===== config.mk =====
export PLATFORM = sky130hd
export DESIGN_NAME = focr_top
export DESIGN_NICKNAME = d
export VERILOG_FILES = /design/src/common/focr_pkg.sv /design/src/hdl/focr_guard.sv /design/src/hdl/focr_loader.sv /design/src/hdl/focr_top.sv
export SDC_FILE = /design/constraint.sdc
export NUM_CORES = 1
export LEC_CHECK = 0
export BUFFER_PORTS_ARGS = -buffer_cell sky130_fd_sc_hd__buf_2
export CORE_ASPECT_RATIO = 2
export CORE_MARGIN = 2
export CORE_UTILIZATION = 57
export CTS_CLUSTER_DIAMETER = 80
export DETAILED_ROUTE_END_ITERATION = 10
export PLACE_DENSITY_LB_ADDON = 0.05
export RECOVER_POWER = 50
export SYNTH_ARGS = -nofsm -noshare
export SYNTH_HDL_FRONTEND = slang
export SYNTH_SLANG_ARGS = --single-unit

===== constraint.sdc =====
create_clock -name clk -period 9.3 [get_ports clk]
set_input_delay 0.93 -clock clk [delete_from_list [all_inputs] [get_ports clk]]
set_output_delay 0.93 -clock clk [all_outputs]
set_load 0.05 [all_outputs]

===== src/common/focr_pkg.sv =====
package focr_pkg;
  localparam int unsigned FOCR_AW = 8;
  localparam logic [7:0] FOCR_CTRL_OFS = 8'h14;
  localparam logic [7:0] FOCR_OPT_OFS = 8'h20;
  localparam logic [7:0] FOCR_AREA_OFS = 8'h24;
  localparam logic [7:0] FOCR_WPM_OFS = 8'h2c;
  localparam logic [7:0] FOCR_LOAD_OFS = 8'h30;
  localparam int unsigned FOCR_PG_BIT = 0;
  localparam int unsigned FOCR_PER_BIT = 1;
  localparam int unsigned FOCR_MER_BIT = 2;
  localparam int unsigned FOCR_SER_BIT = 11;
  localparam int unsigned FOCR_RLD_BIT = 27;
  localparam logic [31:0] FOCR_CTRL_MASK = 32'h0800_0807;
  localparam logic [31:0] FOCR_OPT_MASK = 32'h0000_ffff;
  localparam logic [31:0] FOCR_AREA_MASK = 32'h0000_1f1f;
  localparam logic [31:0] FOCR_WPM_MASK = 32'h0000_ffff;
  localparam logic [7:0] FOCR_RDP_OPEN = 8'haa;
  localparam logic [15:0] FOCR_WPM_NONE = 16'hffff;
  localparam int unsigned FOCR_STEP_SHIFT = 11;
  localparam logic [3:0] FOCR_LOAD_CYC = 4'h4;

  typedef struct packed {
    logic boot_select_bit;
    logic reset_pin_function;
    logic window_dog_soft_start;
    logic independent_dog_soft_start;
    logic [2:0] brownout_level;
    logic brownout_enable;
    logic [7:0] read_protect_level;
  } focr_opt_t;

  typedef struct packed {
    logic [4:0] protected_area_end;
    logic [4:0] protected_area_start;
  } focr_area_t;

  typedef struct packed {
    logic program_select;
    logic page_erase_select;
    logic sector_erase_select;
    logic mass_erase_select;
  } focr_op_t;

  typedef enum logic [1:0] {
    FOCR_ST_IDLE = 2'b00,
    FOCR_ST_LOAD = 2'b01,
    FOCR_ST_DONE = 2'b10
  } focr_state_t;
endpackage


===== src/hdl/focr_guard.sv =====
`timescale 1ns/10ps
module focr_guard #(
  parameter int unsigned SECTORS = 16
) (
  input focr_pkg::focr_op_t op,
  input wire logic [3:0] sector,
  input wire logic info_target,
  input wire logic [SECTORS-1:0] wpm,
  output logic [SECTORS-1:0] sector_open,
  output focr_pkg::focr_op_t allowed
);
  import focr_pkg::*;
  // ***************************************
  // per-sector protection decode
  // ***************************************
  genvar g;
  generate
    for (g = 0; g < SECTORS; g++) begin : g_sec
      assign sector_open[g] = wpm[g];
    end
  endgenerate
  wire any_protect = ~&wpm;
  wire target_open = sector_open[sector];
  assign allowed.program_select = op.program_select;
  assign allowed.page_erase_select = op.page_erase_select;
  assign allowed.sector_erase_select = op.sector_erase_select
    & ~info_target & target_open;
  assign allowed.mass_erase_select = op.mass_erase_select
    & ~info_target & ~any_protect;
endmodule


===== src/hdl/focr_loader.sv =====
`timescale 1ns/10ps
module focr_loader (
  input wire logic clk,
  input wire logic reset,
  input wire logic ce,
  input wire logic start,
  output logic load_strobe,
  output logic busy
);
  import focr_pkg::*;
  focr_state_t state_q, state_d;
  logic [3:0] cnt_q, cnt_d;
  // ***************************************
  // option byte fetch sequencer
  // ***************************************
  always_comb begin
    state_d = state_q;
    cnt_d = cnt_q;
    case (state_q)
      FOCR_ST_IDLE: begin
        if (start) begin
          state_d = FOCR_ST_LOAD;
          cnt_d = FOCR_LOAD_CYC;
        end
      end
      FOCR_ST_LOAD: begin
        cnt_d = cnt_q - 4'h1;
        if (cnt_q == 4'h1) begin
          state_d = FOCR_ST_DONE;
        end
      end
      FOCR_ST_DONE: state_d = FOCR_ST_IDLE;
      default: state_d = FOCR_ST_IDLE;
    endcase
  end
  always_ff @(posedge clk or posedge reset) begin
    if (reset) begin
      state_q <= FOCR_ST_LOAD;
      cnt_q <= FOCR_LOAD_CYC;
    end else if (ce) begin
      state_q <= state_d;
      cnt_q <= cnt_d;
    end
  end
  assign load_strobe = (state_q == FOCR_ST_DONE);
  assign busy = (state_q != FOCR_ST_IDLE);
endmodule


===== src/hdl/focr_top.sv =====
`timescale 1ns/10ps
// Operation
// - sector erase never touches information memory
// - sector erase skips write-protected sectors
// - control bit 2 selects mass erase
// - mass erase blocked by any write protection
// - control bit 1 selects page erase
// - control bit 0 selects program
// - option register loaded at reset release
// - protected-area register loaded at reset release
// - option bit 15 selects boot mode with pin
// - option bit 14 sets reset pin function
// - bits 13,12 choose watchdog start mode
// - three-bit brownout level picks threshold pair
// - bit 8 enables brownout; level needs it
// - read protection open only at 0xaa
// - protected-area end in 2 kbyte steps
// - protected-area start in 2 kbyte steps
// - control bit 11 selects sector erase
// - reload request reloads, clears when done
module focr_top #(
  parameter int unsigned SECTORS = 16
) (
  input wire logic clk,
  input wire logic reset,
  input wire logic ce,
  input wire logic [focr_pkg::FOCR_AW-1:0] avs_address,
  input wire logic avs_read,
  input wire logic avs_write,
  input wire logic [31:0] avs_writedata,
  input wire logic [3:0] avs_byteenable,
  output logic [31:0] avs_readdata,
  output logic avs_waitrequest,
  input focr_pkg::focr_opt_t nv_opt,
  input focr_pkg::focr_area_t nv_area,
  input wire logic [SECTORS-1:0] nv_wpm,
  input wire logic boot_pin,
  input wire logic [3:0] target_sector,
  input wire logic target_info,
  output focr_pkg::focr_op_t op_allowed,
  output logic [SECTORS-1:0] write_protect_mask,
  output logic boot_from_system,
  output logic reset_pin_function,
  output logic window_dog_soft_start,
  output logic independent_dog_soft_start,
  output logic brownout_enable,
  output logic [2:0] brownout_level,
  output logic read_protect_active,
  output logic [31:0] area_first_addr,
  output logic [31:0] area_last_addr,
  output logic option_reload_reset
);
  import focr_pkg::*;

  // ***************************************
  // registers
  // ***************************************
  logic [31:0] ctrl_q;
  focr_opt_t opt_q;
  focr_area_t area_q;
  logic [SECTORS-1:0] wpm_q;
  logic [31:0] rdata_q;
  logic ack_q;
  logic boot_s1_q, boot_s2_q;
  logic [SECTORS-1:0] nv_wpm_s1_q, nv_wpm_s2_q;
  focr_opt_t nv_opt_s1_q, nv_opt_s2_q;
  focr_area_t nv_area_s1_q, nv_area_s2_q;

  // ***************************************
  // loader
  // ***************************************
  wire load_strobe;
  wire load_busy;
  // a reload request is held until the fetch is done
  wire reload_req = ctrl_q[FOCR_RLD_BIT] & ~load_busy;

  focr_loader u_loader (
    .clk(clk),
    .reset(reset),
    .ce(ce),
    .start(reload_req),
    .load_strobe(load_strobe),
    .busy(load_busy)
  );

  // ***************************************
  // bus decode
  // ***************************************
  wire sel_ctrl = (avs_address == FOCR_CTRL_OFS);
  wire sel_opt = (avs_address == FOCR_OPT_OFS);
  wire sel_area = (avs_address == FOCR_AREA_OFS);
  wire sel_wpm = (avs_address == FOCR_WPM_OFS);
  wire sel_load = (avs_address == FOCR_LOAD_OFS);
  // one wait state: answer on the cycle after the request is seen
  wire req = (avs_read | avs_write) & ~ack_q;
  wire wr = avs_write & ack_q & ce;
  wire [31:0] bmask = {{8{avs_byteenable[3]}}, {8{avs_byteenable[2]}},
                       {8{avs_byteenable[1]}}, {8{avs_byteenable[0]}}};
  // writes are blocked while the option fetch runs
  wire wr_ok = wr & ~load_busy;

  function automatic logic [31:0] merge(input logic [31:0] old,
                                        input logic [31:0] nw,
                                        input logic [31:0] bm,
                                        input logic [31:0] keep);
    merge = ((old & ~bm) | (nw & bm)) & keep;
  endfunction

  wire [31:0] opt_word = {16'h0000, opt_q};
  wire [31:0] area_word = {19'h0, area_q.protected_area_end, 3'h0,
                           area_q.protected_area_start};
  wire [31:0] wpm_word = 32'(wpm_q);
  wire [31:0] ctrl_new = merge(ctrl_q, avs_writedata, bmask,
                               FOCR_CTRL_MASK);
  wire [31:0] opt_new = merge(opt_word, avs_writedata, bmask,
                              FOCR_OPT_MASK);
  wire [31:0] area_new = merge(area_word, avs_writedata, bmask,
                               FOCR_AREA_MASK);
  wire [31:0] wpm_new = merge(wpm_word, avs_writedata, bmask,
                              FOCR_WPM_MASK);

  wire [31:0] rd_mux = sel_ctrl ? (ctrl_q & FOCR_CTRL_MASK) :
                       sel_opt ? opt_word :
                       sel_area ? area_word :
                       sel_wpm ? wpm_word :
                       sel_load ? {31'h0, load_busy} :
                       32'h0000_0000;

  // ***************************************
  // synchronisers for pins and stored bytes
  // ***************************************
  always_ff @(posedge clk or posedge reset) begin
    if (reset) begin
      boot_s1_q <= 1'b0;
      boot_s2_q <= 1'b0;
      nv_opt_s1_q <= '0;
      nv_opt_s2_q <= '0;
      nv_area_s1_q <= '0;
      nv_area_s2_q <= '0;
      nv_wpm_s1_q <= '0;
      nv_wpm_s2_q <= '0;
    end else if (ce) begin
      boot_s1_q <= boot_pin;
      boot_s2_q <= boot_s1_q;
      nv_opt_s1_q <= nv_opt;
      nv_opt_s2_q <= nv_opt_s1_q;
      nv_area_s1_q <= nv_area;
      nv_area_s2_q <= nv_area_s1_q;
      nv_wpm_s1_q <= nv_wpm;
      nv_wpm_s2_q <= nv_wpm_s1_q;
    end
  end

  // ***************************************
  // bus slave handshake
  // ***************************************
  always_ff @(posedge clk or posedge reset) begin
    if (reset) begin
      ack_q <= 1'b0;
      rdata_q <= 32'h0000_0000;
    end else if (ce) begin
      ack_q <= req;
      if (req && avs_read) begin
        rdata_q <= rd_mux;
      end
    end
  end
  assign avs_waitrequest = (avs_read | avs_write) & ~ack_q;
  assign avs_readdata = rdata_q;

  // ***************************************
  // control register
  // ***************************************
  always_ff @(posedge clk or posedge reset) begin
    if (reset) begin
      ctrl_q <= 32'h0000_0000;
    end else if (ce) begin
      if (wr_ok && sel_ctrl) begin
        ctrl_q <= ctrl_new | (ctrl_q & (32'h1 << FOCR_RLD_BIT));
      end else if (load_strobe) begin
        ctrl_q[FOCR_RLD_BIT] <= 1'b0;
      end
    end
  end

  // ***************************************
  // option and area registers
  // ***************************************
  always_ff @(posedge clk or posedge reset) begin
    if (reset) begin
      opt_q <= '0;
      area_q <= '0;
      wpm_q <= FOCR_WPM_NONE[SECTORS-1:0];
    end else if (ce) begin
      if (load_strobe) begin
        opt_q <= nv_opt_s2_q;
        area_q <= nv_area_s2_q;
        wpm_q <= nv_wpm_s2_q;
      end else if (wr_ok) begin
        if (sel_opt) begin
          opt_q <= opt_new[15:0];
        end
        if (sel_area) begin
          area_q <= {area_new[12:8], area_new[4:0]};
        end
        if (sel_wpm) begin
          wpm_q <= wpm_new[SECTORS-1:0];
        end
      end
    end
  end

  // ***************************************
  // operation gating
  // ***************************************
  // software must keep at most one select set; all reach the guard as is, which gates only sector and mass erase
  focr_op_t op_sel;
  assign op_sel.program_select = ctrl_q[FOCR_PG_BIT];
  assign op_sel.page_erase_select = ctrl_q[FOCR_PER_BIT];
  assign op_sel.sector_erase_select = ctrl_q[FOCR_SER_BIT];
  assign op_sel.mass_erase_select = ctrl_q[FOCR_MER_BIT];

  focr_guard #(.SECTORS(SECTORS)) u_guard (
    .op(op_sel),
    .sector(target_sector),
    .info_target(target_info),
    .wpm(wpm_q),
    .sector_open(),
    .allowed(op_allowed)
  );

  // ***************************************
  // decoded option outputs
  // ***************************************
  assign write_protect_mask = wpm_q;
  // boot pin high together with a set select bit picks the loader
  assign boot_from_system = boot_s2_q & opt_q.boot_select_bit;
  assign reset_pin_function = opt_q.reset_pin_function;
  assign window_dog_soft_start = opt_q.window_dog_soft_start;
  assign independent_dog_soft_start =
    opt_q.independent_dog_soft_start;
  assign brownout_enable = opt_q.brownout_enable;
  // level forced to lowest code while detection is off
  assign brownout_level = opt_q.brownout_enable ?
    opt_q.brownout_level : 3'h0;
  assign read_protect_active =
    (opt_q.read_protect_level != FOCR_RDP_OPEN);
  assign area_first_addr =
    32'(area_q.protected_area_start) << FOCR_STEP_SHIFT;
  assign area_last_addr =
    ((32'(area_q.protected_area_end) + 32'h1) << FOCR_STEP_SHIFT)
    - 32'h1;
  assign option_reload_reset = load_busy;
endmodule


==> out/summary.txt <==
Total track usage: 25.2%
CP Data Arrival Time: 5100 ps
First-pass GRT wire length: 28.6 mm
Crit path launch type: input pin
GR peak layer: met2
Die H: 170 µm
Final HPWL DP: 13.2 mm
Placed cell area: 0.00836 mm²
Grt ovf: 0
Placed insts: 926
Headroom to the max-slew limit: -192%
Synth top area share: 44.3%
# DRC: 0
Worst R2R Start: u_loader.state_q[1]
Slowest cell on the critical path: clkbuf_1
Clk sinks: 157
Final Setup Violations: 0
Power, Total: 1.89 mW
Vias: 5593
Post-CTS Resized: 0
Final hold violations: 0
RSZ-0062 raised after global routing: false
# fillers: 1080
Met2 Use GR: 42.4%
Row count: 60
Hold buffer count at CTS: 0
WP buf/inv: 2
Hold wc startpoint: avs_readdata[27]
Slew Limit Fails: 180
Worst min path class: reg2reg
Vias in the first global route: 5469
CTS tree: built
Element type at the critical path end: flip-flop
Final nets: 891
WL/cell: 18.9 µm
Synth top cells by count: dfrtp_1, mux2_2, buf_4, a21oi_1, a22oi_1
Largest net degree at the start of global routing: 103
Most used cell, CP: clkbuf_1
Gp weighted congestion: 0.846
DRT iter0 DRCs: 393
Initial Util: 58.4%
Synth unique cells: 54
Clk pin slew, worst setup/hold paths: 60 ps
Worst path depth: 3
GR Util met3: 4.46%
Crit-path leading delay family: buffers and inverters
Failing checks: capacitance limit, slew limit
Die area: 0.0148 mm²
Core area: 0.0134 mm²
P_leak: 4.08 nW
Clock Tree Buf Depth: 2
Slew of the pin with the lowest slew margin: 4350 ps
Clock Skew: 8.81 ps
Critical setup path kind: in2reg
Hold path depth: 2
Asr flop ratio synth: 100%
Sequential area share after synthesis: 50.3%
# diodes: 0
Syn avg cell area: 11.6 µm²
Final std cells w/o fill: 958
CTS HTree Levels: 4
Met1 Track Usage GR: 32.1%
PD cells: 212 mW/mm²
Die Span X: 87 µm
Tcrit/Tclk final: 51.2%
Post-Route WL: 18.1 mm
CP Launch Point: ce
CTS Buf Count: 17
Yosys warns: 0
Mapped Area: 0.00785 mm²
# IOs: 224
Vias/cell: 5.84
Initial antenna violation count: 0
Required time of the worst setup path: 9640 ps
MaxCap Viol Count: 2
DR pass1 iterations: 5
Post-layout min period: 4760 ps
Area Overhead vs Synth: 13.4%
CTS root buffer: clkbuf_16
Finished Cell Area: 0.00890 mm²
Synth Instances: 675
Later-pin clock latency in the skew report: 420 ps
Setup TNS: 0 ps
Postcts setup bufs: 0
Fmax: 210 MHz
Status: finished, violations left
EDFF count, synth: 0
VDD IR max: 151 µV
Top post-synthesis cells by area: dfrtp_1, mux2_2, buf_4
R2R depth: 4
CP max FO: 76
Seq cells post-synth: 157
Most frequent cell after synthesis: dfrtp_1
Port Buffer Count: 154
CP peak stage delay: 2780 ps
Share of cells above drive strength 1: 38.2%
Leading area contributor after synthesis: dfrtp_1
DRT antenna net count: 0
Dominant synthesized flop cell: dfrtp_1
Multi-input logic area: 0.00336 mm²
Critical-path cell list: clkbuf_1 > clkbuf_1 > mux2_2
Register area: 0.00395 mm²
## cells by family after synthesis
| kind of cell | Yosys count | share of synthesized area [%] |
|---|---|---|
| other cells | 2 | 0.0956 |
| fa+ha+maj | 4 | 0.637 |
| buf+inv | 123 | 9.64 |
| mux | 124 | 18.2 |
| simple gates | 101 | 6.98 |
| xor+xnor | 6 | 0.669 |
| compound gates | 158 | 13.5 |
| flops | 157 | 50.3 |
## worst min-delay path, delay by kind of cell (launching register included)
kind	cells	cell delay, ps
simple gates	2	100
flops	1	340
## worst paths after layout
check	end	slack, ps
worst max-delay path	nv_area_s1_q[6]	4540
worst min-delay path	avs_readdata[27]	480
worst max register to register	flip-flop	6980
worst min register to register	avs_readdata[27]	480
max in group asynchronous	nv_wpm_s2_q[11]	5370
min in group asynchronous	nv_opt_s1_q[12]	1820
## layout make-up
| cell class | count | share of cell area, % |
|---|---|---|
| Sequential cell | 157 | 44.4 |
| Multi-Input combinational cell | 446 | 37.7 |
| Timing Repair Buffer | 160 | 8.67 |
| Clock buffer | 19 | 4.97 |
| Tap cell | 155 | 2.18 |
| Clock inverter | 13 | 1.74 |
| Inverter | 8 | 0.351 |
## where the power goes
part | internal [mW] | switching (mW) | total, mW
combinational | 0.120 | 0.234 | 0.353
clock | 0.411 | 0.296 | 0.707
sequential | 0.762 | 0.0649 | 0.827
total | 1.29 | 0.594 | 1.89
## stage by stage
stage,worst slack [ps],util (%),hold WS (ps)
after floorplan,4060,-,463
after global placement,5890,62.2,451
after detailed placement,5900,62.2,462
after CTS,5540,66.6,476
after global routing,4120,66.3,507
final,4540,66.3,480
## per-layer routing
layer	routed length [µm]	part of all wire, %	up-vias
li1	-	-	2582
met1	7220	40	2746
met4	478	2.6	0
met5	0	0	-
met3	1010	5.6	28
met2	9350	52	237
## cells in the final DEF (no fill, tap or decap), types with 3 or more instances in the layout
cell and count:
nor2b_1 4, mux2i_1 12, nand3_1 9, o21ai_0 15
nor4_1 3, inv_1 7, nand2b_1 5, nor3_1 4
mux2_2 108, conb_1 53, ha_1 4, clkbuf_16 17
a22oi_1 36, a31oi_1 28, clkbuf_1 32, and2_1 8
nand4_1 3, o31ai_1 8, inv_6 5, a21oi_1 39
nand3b_1 3, buf_4 4, mux4_2 4, dfrtp_1 139
xnor2_1 5, nor2_1 17, dfstp_2 18, nand2_1 29
a22o_1 16, buf_2 125
(Power assumes the default switching activity.)
